File: src/hdl/tgc_pkg.sv
// Purpose: Constants and types for the timer gate control block.
// Assumes: One APB slave on pclk, 32-bit data, one word per register.
// Notes: Bit layout of the gate control register follows the control byte.
// Notes on behaviour
// - With timer running and gate qualify set, the gate decides counting.
// - Gate qualify clear means count on every incrementing edge while the timer runs.
// - Polarity one counts while gate high, zero while gate low.
// - Toggle mode inverts gate flip-flop on each gate rising edge.
// - Toggle mode off holds flip-flop clear and passes gate through.
// - Single-pulse logic controls gate only when single-pulse mode is on.
// - Armed bit set means acquisition waits for edge or pulse is running; software sets it.
// - Armed bit reads zero when idle or done; hardware clears it.
// - Read-only level bit shows effective gate after all processing.
// - Two-bit source select: pin, timer match, comparator one, two.
// - Single pulse counts from next edge after arming, clears on trailing edge.
// - Clearing single-pulse mode also clears the armed bit.
// - Level bit stays valid; falling edge sets event flag even ungated.
// - Stopping the timer clears the gate flip-flop.
package tgc_pkg;
    localparam logic [11:0] ADDR_GATE_CTRL  = 12'h000;
    localparam logic [11:0] ADDR_TIMER_CTRL = 12'h004;
    localparam logic [11:0] ADDR_IRQ_STATUS = 12'h008;
    localparam logic [11:0] ADDR_IRQ_MASK   = 12'h00C;
    localparam int          BIT_QUALIFY     = 7;
    localparam int          BIT_POLARITY    = 6;
    localparam int          BIT_TOGGLE      = 5;
    localparam int          BIT_SPM         = 4;
    localparam int          BIT_ARMED       = 3;
    localparam int          BIT_LEVEL       = 2;
    localparam int          BIT_SRC_HI      = 1;
    localparam int          BIT_TIMER_RUN   = 0;
    localparam int          BIT_EVT_GATE    = 0;
    localparam logic [1:0]  SRC_PIN         = 2'h0;
    localparam logic [1:0]  SRC_TIMER_MATCH = 2'h1;
    localparam logic [1:0]  SRC_CMP_ONE     = 2'h2;
    localparam logic [1:0]  SRC_CMP_TWO     = 2'h3;

    // Single-pulse acquisition phases.
    typedef enum logic [1:0] {
        SP_IDLE  = 2'b00,
        SP_ARMED = 2'b01,
        SP_PULSE = 2'b10
    } tgc_sp_state_type;

    // Software-writable gate configuration.
    typedef struct packed {
        logic       gate_qualify_en;
        logic       gate_polarity_sel;
        logic       gate_toggle_mode;
        logic       gate_single_pulse_mode;
        logic [1:0] gate_source_sel;
    } tgc_cfg_type;

    // Raw gate candidates.
    typedef struct packed {
        logic gate_pin;
        logic timer_match;
        logic comparator_one_synced_out;
        logic comparator_two_synced_out;
    } tgc_src_type;
endpackage : tgc_pkg

File: src/hdl/tgc_sync.sv
// Purpose: Two-flop synchroniser for a vector of asynchronous levels.
// Assumes: Each bit is an independent level; no word coherence needed.
// Notes: The first stage is read only by the second stage.
module tgc_sync #(
    parameter int WIDTH = 4
) (
    input  wire logic             pclk,
    input  wire logic             presetn,
    input  wire logic [WIDTH-1:0] async_in,
    output logic      [WIDTH-1:0] sync_out
);
    logic [WIDTH-1:0] meta_q;

    initial begin
        if (WIDTH < 1) begin
            $error("tgc_sync needs WIDTH of at least one.");
        end
    end

    // Two stages keep metastability away from the gate logic.
    always_ff @(posedge pclk or negedge presetn) begin
        if (!presetn) begin
            meta_q   <= '0;
            sync_out <= '0;
        end else begin
            meta_q   <= async_in;
            sync_out <= meta_q;
        end
    end
endmodule : tgc_sync

File: src/hdl/tgc_gate.sv
// Purpose: Gate control for a 16-bit timer with APB registers and an interrupt.
// Assumes: Gate sources are asynchronous; inc_edge is a pclk-domain strobe.
// Notes: Outputs are registered, so count_enable lags its cause by one cycle.
//
// Our own choices: register access over APB and the register offsets.
module tgc_gate (
    input  wire logic                pclk,
    input  wire logic                presetn,
    input  wire logic                psel,
    input  wire logic                penable,
    input  wire logic                pwrite,
    input  wire logic [11:0]         paddr,
    input  wire logic [31:0]         pwdata,
    output logic      [31:0]         prdata,
    output logic                     pready,
    output logic                     pslverr,
    input  wire tgc_pkg::tgc_src_type gate_src,
    input  wire logic                inc_edge,
    output logic                     count_enable,
    output logic                     gate_level_now,
    output logic                     timer_run,
    output logic                     irq
);
    import tgc_pkg::*;

    // All state in one record.
    typedef struct packed {
        tgc_cfg_type      cfg;
        logic             timer_run;
        logic             armed;
        tgc_sp_state_type sp;
        logic             toggle_ff;
        logic             raw_prev;
        logic             level;
        logic             level_prev;
        logic             evt;
        logic             mask;
        logic             count_en;
        logic             irq;
        logic [31:0]      rdata;
        logic             ready;
        logic             slverr;
    } tgc_state_type;

    tgc_state_type s_q;
    tgc_state_type s_d;
    tgc_src_type   src_sync;
    logic [3:0]    src_vec;

    assign src_vec = {gate_src.gate_pin, gate_src.timer_match,
                      gate_src.comparator_one_synced_out, gate_src.comparator_two_synced_out};

    // Every gate source is foreign to pclk, so all pass two flops.
    tgc_sync #(
        .WIDTH (4)
    ) u_sync (
        .pclk     (pclk),
        .presetn  (presetn),
        .async_in (src_vec),
        .sync_out (src_sync)
    );

    logic gate_raw;
    logic gate_pol;
    logic gate_tog;
    logic gate_eff;
    logic acc;
    logic wr;
    logic rd;
    logic addr_ok;
    logic [7:0] ctrl_rd;

    // Source select, polarity and toggle stage of the gate path.
    always_comb begin
        case (s_q.cfg.gate_source_sel)
            SRC_PIN:         gate_raw = src_sync.gate_pin;
            SRC_TIMER_MATCH: gate_raw = src_sync.timer_match;
            SRC_CMP_ONE:     gate_raw = src_sync.comparator_one_synced_out;
            SRC_CMP_TWO:     gate_raw = src_sync.comparator_two_synced_out;
            default:         gate_raw = 1'b0;
        endcase
        gate_pol = s_q.cfg.gate_polarity_sel ? gate_raw : ~gate_raw;
        gate_tog = s_q.cfg.gate_toggle_mode ? s_q.toggle_ff : gate_pol;
        // Single-pulse mode passes the gate while armed and during the captured pulse.
        // The armed phase must pass it too, so the opening incrementing edge itself counts.
        if (s_q.cfg.gate_single_pulse_mode) begin
            gate_eff = gate_tog && (s_q.sp == SP_ARMED || s_q.sp == SP_PULSE);
        end else begin
            gate_eff = gate_tog;
        end
    end

    // The answer is built in the first access cycle; a write lands when pready is seen high.
    assign acc = psel && penable && !s_q.ready;
    assign wr  = psel && penable && s_q.ready && pwrite;
    assign rd  = acc && !pwrite;
    // Decoding in the first access cycle lets the error answer stand beside pready.
    assign addr_ok = (paddr == ADDR_GATE_CTRL) || (paddr == ADDR_TIMER_CTRL) ||
                     (paddr == ADDR_IRQ_STATUS) || (paddr == ADDR_IRQ_MASK);
    assign ctrl_rd = {s_q.cfg.gate_qualify_en, s_q.cfg.gate_polarity_sel, s_q.cfg.gate_toggle_mode,
                      s_q.cfg.gate_single_pulse_mode, s_q.armed, s_q.level, s_q.cfg.gate_source_sel};

    // Next-state logic for registers, gate stages and the bus answer.
    always_comb begin
        s_d = s_q;
        s_d.raw_prev = gate_pol;
        // Toggle flop flips on the gate rising edge; cleared when off or stopped.
        if (!s_q.cfg.gate_toggle_mode || !s_q.timer_run) begin
            s_d.toggle_ff = 1'b0;
        end else if (gate_pol && !s_q.raw_prev) begin
            s_d.toggle_ff = ~s_q.toggle_ff;
        end
        // Acquisition: armed, pulse opens at next incrementing edge, ends on trailing edge.
        case (s_q.sp)
            SP_IDLE:  s_d.sp = s_q.armed ? SP_ARMED : SP_IDLE;
            SP_ARMED: if (inc_edge && gate_tog) begin
                s_d.sp = SP_PULSE;
            end
            SP_PULSE: if (!gate_tog) begin
                s_d.sp    = SP_IDLE;
                s_d.armed = 1'b0;
            end
            default:  s_d.sp = SP_IDLE;
        endcase
        // The level bit runs even when qualification is off.
        s_d.level      = gate_eff;
        s_d.level_prev = s_q.level;
        // Falling edge of the level sets the sticky flag; the set beats a clear.
        if (wr && paddr == ADDR_IRQ_STATUS && pwdata[BIT_EVT_GATE]) begin
            s_d.evt = 1'b0;
        end
        if (s_q.level_prev && !s_q.level) begin
            s_d.evt = 1'b1;
        end
        s_d.ready  = acc;
        s_d.slverr = acc && !addr_ok;
        s_d.rdata  = '0;
        if (wr) begin
            case (paddr)
                ADDR_GATE_CTRL: begin
                    s_d.cfg.gate_qualify_en        = pwdata[BIT_QUALIFY];
                    s_d.cfg.gate_polarity_sel      = pwdata[BIT_POLARITY];
                    s_d.cfg.gate_toggle_mode       = pwdata[BIT_TOGGLE];
                    s_d.cfg.gate_single_pulse_mode = pwdata[BIT_SPM];
                    s_d.cfg.gate_source_sel        = pwdata[BIT_SRC_HI:0];
                    if (pwdata[BIT_ARMED] && pwdata[BIT_SPM]) begin
                        s_d.armed = 1'b1;
                        s_d.sp    = SP_ARMED;
                    end
                end
                ADDR_TIMER_CTRL: s_d.timer_run = pwdata[BIT_TIMER_RUN];
                ADDR_IRQ_STATUS: ;
                ADDR_IRQ_MASK:   s_d.mask = pwdata[BIT_EVT_GATE];
                default:         ;
            endcase
        end
        if (rd) begin
            case (paddr)
                ADDR_GATE_CTRL:  s_d.rdata = {24'h000000, ctrl_rd};
                ADDR_TIMER_CTRL: s_d.rdata = {31'h00000000, s_q.timer_run};
                ADDR_IRQ_STATUS: s_d.rdata = {31'h00000000, s_q.evt};
                ADDR_IRQ_MASK:   s_d.rdata = {31'h00000000, s_q.mask};
                default:         s_d.rdata = '0;
            endcase
        end
        // Leaving single-pulse mode drops any acquisition.
        if (!s_d.cfg.gate_single_pulse_mode) begin
            s_d.armed = 1'b0;
            s_d.sp    = SP_IDLE;
        end
        // Qualify is ignored while stopped; clear qualify counts freely.
        if (!s_q.timer_run) begin
            s_d.count_en = 1'b0;
        end else if (s_q.cfg.gate_qualify_en) begin
            s_d.count_en = inc_edge && gate_eff;
        end else begin
            s_d.count_en = inc_edge;
        end
        s_d.irq = s_d.evt && s_d.mask;
    end

    // One reset for everything; only power-on style reset is modelled here.
    always_ff @(posedge pclk or negedge presetn) begin
        if (!presetn) begin
            s_q <= '0;
        end else begin
            s_q <= s_d;
        end
    end

    assign prdata         = s_q.rdata;
    assign pready         = s_q.ready;
    assign pslverr        = s_q.slverr;
    assign count_enable   = s_q.count_en;
    assign gate_level_now = s_q.level;
    assign timer_run      = s_q.timer_run;
    assign irq            = s_q.irq;
endmodule : tgc_gate

File: config.mk
export PLATFORM = sky130hd
export DESIGN_NAME = tgc_gate
export DESIGN_NICKNAME = d
export VERILOG_FILES = /design/src/hdl/tgc_pkg.sv /design/src/hdl/tgc_sync.sv /design/src/hdl/tgc_gate.sv
export SDC_FILE = /design/constraint.sdc
export NUM_CORES = 1
export LEC_CHECK = 0
export BUFFER_PORTS_ARGS = -buffer_cell sky130_fd_sc_hd__buf_2
export CAP_MARGIN = 20
export CORE_UTILIZATION = 40
export DETAILED_ROUTE_END_ITERATION = 12
export HOLD_SLACK_MARGIN = 0.03
export PLACE_DENSITY = 0.79
export SYNTH_ARGS = -nofsm -noshare
export SYNTH_HDL_FRONTEND = slang
export SYNTH_SLANG_ARGS = --single-unit
File: constraint.sdc
create_clock -name pclk -period 1.65 [get_ports pclk]
set_input_delay 0.4125 -clock pclk [delete_from_list [all_inputs] [get_ports pclk]]
set_output_delay 0.4125 -clock pclk [all_outputs]
set_load 0.01 [all_outputs]
# Yosys cells after proc, flatten, opt, wreduce, memory -nomap -nowiden
# Cells that the tools add are included.
[totals] regBits=60 input_bits=54 output_inout_bits=38 elab_cells=89
[classes] eq_ne=8 muxes=25 bitwise_logic=2 n_reduce_logical=33
[op_table] cell="$pmux 8 s4" count=1
[op_table] cell="$eq 12x4->1 const B" count=2
[op_table] cell="$logic_and 1x1->1" count=15
[op_table] cell="$mux 3" count=5
[op_table] cell="$mux 1" count=14
[op_table] cell="$eq 12x3->1 const B" count=1
[op_table] cell="$logic_not 12->1" count=1
[op_table] cell="$mux 8" count=1
[op_table] cell="$logic_not 1->1" count=7
[op_table] cell="$mux 7" count=1
[op_table] cell="$eq 2x2->1 const B" count=3
[op_table] cell="$pmux 2 s3" count=1
[op_table] cell="$logic_or 1x1->1" count=5
[op_table] cell="$eq 2x1->1 const B" count=2
[op_table] cell="$logic_not 2->1" count=2
[op_table] cell="$pmux 1 s4" count=1
[op_table] cell="$reduce_and 2->1" count=2
[op_table] cell="$mux 2" count=1
[op_table] cell="$not 1->1" count=2
[op_table] cell="$reduce_bool 2->1" count=1

# Logic depth before layout (Yosys ltp)
# Gate-level depths: netlist of the first run.
[logic_depth] ltp_word=12 depth_mapped=7

# Cells and area by module
# A second synthesis of the first run with hierarchy kept.
[hier_totals] cells_unflattened=153 area_unflattened_um2=1773.0
[modules_own_cells] module="tgc_gate" instances=1 cells_each=145 area_each_um2=1572.8 seq_area_each_um2=700.7
[modules_own_cells] module="tgc_sync" instances=1 cells_each=8 area_each_um2=200.2 seq_area_each_um2=200.2

# Worst setup path before layout of the first run
# OpenSTA, ideal clock, no wires.
[synth_path] path_kind="input-to-reg" start="input paddr[9]" end="register s_q (netlist bit ctrl_rd[0])" t_arrival_ns=1.974 setup_slack_ns=-0.449 cell_stages=5 cell_sequence="or4_4 nor4_4 and3_1 buf_6 mux2_2"
[synth_via] elab_chain_cells=2
[synth_rtl] item="start: declaration" line_no="tgc_gate.sv:12" rtl="input wire logic [11:0] paddr,"
[synth_rtl] item="$logic_not 12->1" line_no="tgc_gate.sv:139" rtl="case (paddr)"
[synth_rtl] item="$reduce_and 2->1 (no source line)"
[synth_rtl] item="end signal: assignment" line_no="tgc_gate.sv:185" rtl="s_q <= '0;"
[synth_rtl] item="end signal: assignment" line_no="tgc_gate.sv:187" rtl="s_q <= s_d;"
[synth_rtl] item="end: declaration" line_no="tgc_gate.sv:45" rtl="tgc_state_type s_q;"
# No other way between the ends.
# A chain may end at the register's enable or synchronous reset.

==> metrics.md, run 1 <==
| Metric | Value |
|---|---|
| Status | `complete, but fails checks` |
| Failing checks | `setup timing` |
| Fin util | `0.529` |
| Vias per inst | `4.75` |
| Slew Limit Fails | `0` |
| WL/cell | `12.7 um` |
| Final nets | `259` |
| H-tree depth | `2` |
| Global-route wire length before repair | `5040 um` |
| Synthesis warning total | `0` |
| Kind of critical path | `reg -> reg` |
| Finished layout cell area | `2180 um2` |
| Total chip power | `1830 uW` |
| CTS tree | `done` |
| FMAX | `545 MHz` |
| Clock slew at reported path FFs | `0.08 ns` |
| CP arrival | `2.05 ns` |
| Clk sink count | `36` |
| Skew-Pair Late Insertion Delay | `0.29 ns` |
| Power Density | `841 nW/um2` |
| CP endpoint kind | `register` |
| P&R area growth vs syn | `22.9%` |
| FF+latch count, synth | `36` |
| Final hold violation count | `0` |
| Gp weighted congestion | `0.918` |
| Final non-filler cell total | `252` |
| DP Worst Slack | `-0.466 ns` |
| GRT Util Overall | `0.153` |
| Worst Path Max Fanout | `4` |
| Root buffer cell | `clkbuf_8` |
| RSZ-0062 raised after global routing | `true` |
| Antenna viol nets, final | `0` |
| Die area | `4700 um2` |
| Leak pwr | `0.00112 uW` |
| Synthesized area | `1770 um2` |
| CTS Buf Count | `5` |
| Max-cap violations | `0` |
| Die Y | `68.6 um` |
| First DRT Iteration DRCs | `82` |
| Initial Util | `0.431` |
| Buffers added on ports | `42` |
| Via count | `1196` |
| VDD IR max | `0.830 mV` |
| Hold Buf Count CTS | `0` |
| Maximum number of pins on one net before global-route repair | `37` |
| Tmin final | `1.84 ns` |
| Post-DP HPWL | `2220 um` |
| Period utilization | `1.11` |
| Flop2flop setup slack | `-0.19 ns` |
| Main area contributors after synthesis | `dfrtp_1, buf_4, mux2_2` |
| Post-route DRC violation count | `0` |
| N_diodes | `0` |
| Layout cells sized above 1 | `0.431` |
| Placeable Area | `4120 um2` |
| Placed inst area | `1960 um2` |
| Seq/Total Area, Yosys | `0.508` |
| Gr ovfl total | `0` |
| DR pass1 iterations | `4` |
| Hold crit path type | `in -> async` |
| Final WS setup | `-0.186 ns` |
| Area leader, netlist | `dfrtp_1` |
| FP Rows | `23` |
| Routed WL | `3200 um` |
| Critical Path RT | `1.86 ns` |
| Mapped Cells | `153` |
| Max Buffers Root-to-Sink | `2` |
| CP Launch Type | `register` |
| Die W | `68.6 um` |
| Num ports | `92` |
| Vias in the first global route | `1096` |
| Clk_skew | `0.00455 ns` |
| Final setup fails | `21` |
| Initial antenna violation count | `0` |
| Cells after DPL | `243` |
| Area share of the largest cell type after synthesis | `0.508` |
| Synth cell types | `36` |
| Post-synthesis area per instance | `11.6 um2` |
## cell usage in the layout, fill, tap and decap left out, types with 3 or more instances in the layout
master,instances
inv_1,6
clkbuf_8,5
o21ai_1,3
conb_1,24
ha_1,4
dfrtp_1,36
and2_1,6
nor2_1,8
buf_6,4
buf_4,5
a21oi_1,4
mux2_2,4
buf_2,41
nand2b_1,3
nand2_1,4
## registers in the layout, indices dropped and copies added (netlist names)
| register | cells |
|---|---|
| prdata | 8 |
| ctrl_rd | 7 |
| s_q | 7 |
| u_sync.meta_q | 4 |
| u_sync.sync_out | 4 |
| count_enable | 1 |
| gate_level_now | 1 |
| irq | 1 |
| pready | 1 |
| pslverr | 1 |
| timer_run | 1 |
## repair_timing
item	CTS	global route
endpoints found under the setup margin	19	22
pin swaps	7	1
setup buffers	1	0
cloned	1	0
resized for setup	14	14
## metal layers
metal | track usage | up-vias | part of all wire
li1 | - | 568 | -
met1 | 0.196 | 574 | 0.42
met2 | 0.234 | 47 | 0.50
met3 | 0.0543 | 7 | 0.065
met4 | 0.0625 | 0 | 0.016
met5 | 0 | - | 0
## worst paths after layout
kind | startpoint | cells past startpoint | endpoint
max in group asynchronous | presetn | 2 | ctrl_rd[1]$_DFFE_PN0P_
min | presetn | 2 | prdata[7]$_DFF_PN0_
max | ctrl_rd[1]$_DFFE_PN0P_ | 5 | s_q[42]$_DFF_PN0_
min in group pclk | gate_src[3] | 1 | u_sync.meta_q[3]$_DFF_PN0_
max reg2reg | ctrl_rd[1]$_DFFE_PN0P_ | 5 | s_q[42]$_DFF_PN0_
min reg2reg | u_sync.meta_q[3]$_DFF_PN0_ | 0 | u_sync.sync_out[3]$_DFF_PN0_
## synth_stat cells
cell	n
o211ai_1	1
nand2b_1	4
nand3_1	3
dfrtp_1	36
o21ai_0	4
and4b_1	2
nand2_1	6
and2_1	8
nand4b_1	2
xor2_1	2
a2111oi_0	1
mux2_2	6
ha_1	4
buf_4	32
a211oi_1	1
or4_4	1
a21boi_0	1
conb_1	1
nor4_1	1
nor3_1	1
o22ai_1	1
mux4_2	2
o211a_1	1
a221oi_2	1
nand3b_4	1
a21oi_1	6
nand4_1	1
inv_1	6
or4_1	1
and4_1	1
and3b_1	1
and3_1	2
nor4_4	1
mux2i_1	1
nor2_1	9
buf_6	1
## critical path, cell delays in order, from the launching register on
cell and delay [ns]:
dfrtp_1 0.39, mux4_2 0.57, xor2_4 0.23, mux2i_2 0.29
a21oi_1 0.10, o22ai_1 0.17
## metrics by stage
step | hold WS [ns] | TNS [ns]
2_1_floorplan | 0.117 | -4.84
3_3_place_gp | 0.334 | -7.48
3_5_place_dp | 0.336 | -7.90
4_1_cts | 0.149 | -1.95
5_1_grt | 0.168 | -3.38
6_report | 0.142 | -2.39
## final cells by class
class	count	area, um2
repair buffers	50	288
multi-input cells	102	790
well taps	50	62.6
flip-flops and latches	36	901
inverters	6	22.5
fillers	380	1940
clock buffers	5	68.8
clock inverters	3	46.3
## cells by family (layout without fill, tap and decap cells)
kind of cell    count (synthesis)  in the layout  synth area share
mux                             9              9            0.0692
compound gates                 17             17            0.0635
buf+inv                        39             64             0.155
simple gates                   45             46             0.164
other cells                     1             24           0.00212
xor+xnor                        2              2           0.00988
fa+ha+maj                       4              4            0.0282
flops                          36             36             0.508
## where the power goes
| part | internal (uW) | leakage (uW) | switching (uW) | total [uW] |
|---|---|---|---|---|
| Sequential | 898 | 0.000465 | 5.40 | 903 |
| Clock | 455 | 0.0000548 | 340 | 795 |
| Combinational | 51.4 | 0.000596 | 83.3 | 135 |
| Total | 1400 | 0.00112 | 429 | 1830 |
No activity file was read; power rests on OpenSTA's default activity.
==> run 2: changes to the inputs <==
- ABC_AREA: not set -> 1
- CORE_UTILIZATION: 40 -> 41
- PLACE_DENSITY: 0.79 -> 0.8
==> metrics.md, run 2 <==
| Metric | Value |
|---|---|
| Primary FF master, synth | `dfrtp_1` |
| Initial antenna violation count | `0 (unchanged)` |
| Setup crit start | `ctrl_rd[0]$_DFFE_PN0P_` |
| Critical Path, Cell by Cell | `inv_2 -> nand2_1 -> nand3_1 -> nand3_1 -> nand3_1 -> and2_1 -> o21ai_0 -> a21oi_1` |
| Routed WL | `2980 um (-7.1%)` |
| Power Density | `854 nW/um2 (+1.5%)` |
| Post-DP HPWL | `2400 um (+7.9%)` |
| WL/cell | `10.5 um (-18%)` |
| DR pass1 iterations | `4 (unchanged)` |
| Placeable Area | `4090 um2 (-0.70%)` |
| Flop2flop setup slack | `0.22 ns (+0.40 ns)` |
| Hold Buf Count CTS | `0 (unchanged)` |
| Hold WS | `0.161 ns (+0.0195 ns)` |
| CP endpoint kind | `register` |
| FP Rows | `23 (unchanged)` |
| CP most frequent cell | `nand3_1` |
| N_diodes | `0 (unchanged)` |
| CTS tree | `done` |
| PostCTS Resize Cnt | `0 (-14)` |
| Vias in the first global route | `1175 (+7.2%)` |
| Die W | `67.9 um (-1.0%)` |
| FF+latch count, synth | `36 (unchanged)` |
| Post-synth EDFFs | `0 (unchanged)` |
| Most common cell after layout, fill and taps aside | `buf_2` |
| Post-route DRC violation count | `0 (unchanged)` |
| Final nets | `291 (+12%)` |
| RSZ-0062 raised after global routing | `false` |
| Mapped Cells | `192 (+25%)` |
| Final setup fails | `0 (-100%)` |
| Clk_skew | `0.00521 ns (+0.000656 ns)` |
| Final non-filler cell total | `284 (+13%)` |
| Slowest CP cell | `dfrtp_1` |
| CP max stage delay | `0.40 ns (-0.17 ns)` |
| Hold crit path type | `in -> async` |
| Gp weighted congestion | `0.852 (-7.1%)` |
| Clk sink count | `36 (unchanged)` |
| Cells after DPL | `276 (+14%)` |
| Die Y | `67.9 um (-1.0%)` |
| CP Launch Type | `register` |
| Post-synth top cells | `dfrtp_1, buf_4, nand2_1` |
| Leak pwr | `0.00107 uW (-4.6%)` |
| Count leader, synth | `dfrtp_1` |
| Worst R2R End | `count_enable$_DFF_PN0_` |
| GRT Util Overall | `0.150 (-0.00309)` |
| Commonest non-fill, non-tap cells in the layout | `buf_2, dfrtp_1, nand2_1, conb_1, inv_1` |
| Post-CTS setup repair buffer count | `0 (-1)` |
| P&R area growth vs syn | `12.1%` |
| CP arrival | `1.65 ns (-0.40 ns)` |
| Post-synthesis area per instance | `9.27 um2 (-20%)` |
| Max Buffers Root-to-Sink | `2 (unchanged)` |
| First DRT Iteration DRCs | `57 (-30%)` |
| Via count | `1276 (+6.7%)` |
| Buffers added on ports | `42 (unchanged)` |
| H-tree depth | `2 (unchanged)` |
| Root buffer cell | `clkbuf_8` |
| Initial Util | `0.435 (+0.00456)` |
| Slew Limit Fails | `0 (unchanged)` |
| Die area | `4610 um2 (-2.0%)` |
| Maximum number of pins on one net before global-route repair | `37 (unchanged)` |
| Vias per inst | `4.49 (-5.3%)` |
| Antenna viol nets, final | `0 (unchanged)` |
| Main area contributors after synthesis | `dfrtp_1, buf_4, nand2_1` |
| Synth cell types | `27 (-25%)` |
| Layout cells sized above 1 | `0.274 (-0.157)` |
| Area share of the largest cell type after synthesis | `0.506 (-0.00179)` |
| Area leader, netlist | `dfrtp_1` |
| Critical Path RT | `1.86 ns (about the same)` |
| Worst Path Max Fanout | `4 (unchanged)` |
| Seq/Total Area, Yosys | `0.506 (-0.00179)` |
| Gr ovfl total | `0 (unchanged)` |
| Final hold violation count | `0 (unchanged)` |
| Final setup TNS | `0 ns (+2.39 ns)` |
| Period utilization | `0.869 (-0.244)` |
| Reg2reg path depth | `8 (+3)` |
| Max-cap violations | `0 (unchanged)` |
| Clock slew at reported path FFs | `0.07 ns (about the same)` |
| Tmin final | `1.43 ns (-0.402 ns)` |
| Status | `complete, no violations` |
| CTS Buf Count | `5 (unchanged)` |
| Num ports | `92 (unchanged)` |
| Post-synth ARST share | `1.00 (unchanged)` |
| Synthesis warning total | `0 (unchanged)` |
| Global-route wire length before repair | `4870 um (-3.3%)` |
| VDD IR max | `0.465 mV (-44%)` |
| Kind of critical path | `reg -> reg` |
| Synthesized area | `1780 um2 (+0.35%)` |
| Skew-Pair Late Insertion Delay | `0.29 ns (about the same)` |
| Number of flip-flops in the largest register | `8 (unchanged)` |
| Worst reg2reg path startpoint | `ctrl_rd[0]$_DFFE_PN0P_` |
| FMAX | `697 MHz (+28%)` |
run 2: cell count changes in the layout (fill, tap and decap cells not counted), sizes merged, moves of 4 or more:
| cell | delta |
|---|---|
| and2 | -7 |
| o21ai | +5 |
| inv | +17 |
| nor3 | +6 |
| nor2 | +8 |
| nand3 | +9 |
| mux2 | -6 |
| buf | -5 |
| nand2b | -4 |
| nand2 | +28 |
run 2: cell families (layout without fill, tap and decap cells):
logic type | count (synthesis) | after routing | share of synthesized area
multiplexers | 1 | 1 | 0.00563
AO/OA/AOI/OAI | 17 | 17 | 0.0605
buffers and inverters | 58 | 77 | 0.195
adder cells (fa/ha/maj) | 4 | 4 | 0.0281
AND/OR/NAND/NOR | 75 | 75 | 0.203
other | 1 | 24 | 0.00211
flip-flops | 36 | 36 | 0.506
run 2: metal layers:
metal  vias up  track usage  wire length, um
li1        628            -                -
met1       592        0.163             1250
met2        47        0.249             1430
met3         9       0.0533              228
met4         0       0.0911               70
met5         -            0                0
run 2: report_power, final:
group	internal, uW	total, uW	switching, uW
Combinational	51.0	153	102
Sequential	914	927	12.8
Clock	340	624	284
Total	1300	1700	399
run 2: layout make-up:
cell class                      instances  area [um2]
Clock buffer                            8        90.1
Fill cell                             396        2090
Inverter                               24        90.1
Multi-Input combinational cell        121         618
Sequential cell                        36         901
Tap cell                               50        62.6
Timing Repair Buffer                   45         233
run 2: worst max path at each step:
| stage | end |
|---|---|
| 2_1_floorplan | ctrl_rd[3]$_DFF_PN0_ |
| 3_3_place_gp | s_q[43]$_DFF_PN0_ |
| 3_5_place_dp | s_q[43]$_DFF_PN0_ |
| 4_1_cts | count_enable$_DFF_PN0_ |
| 5_1_grt | s_q[43]$_DFF_PN0_ |
| 6_report | count_enable$_DFF_PN0_ |
run 2: metrics by stage:
stage	util	setup WS, ns	area [um2]	power [uW]
floorplan	-	0.257	1870	1060
global placement	0.466	0.0792	1900	1090
detailed placement	0.466	0.0432	1900	1100
CTS	0.488	0.212	1990	1720
global route	0.488	0.0854	1990	1780
finish	0.488	0.216	1990	1700
run 2: critical path: cells and delay by family, from the launching register on:
family | cells | cell delay (ns)
and+or+nand+nor | 5 | 0.58
DFF | 1 | 0.40
AOI/OAI and AO/OA | 2 | 0.30
buffers and inverters | 1 | 0.09
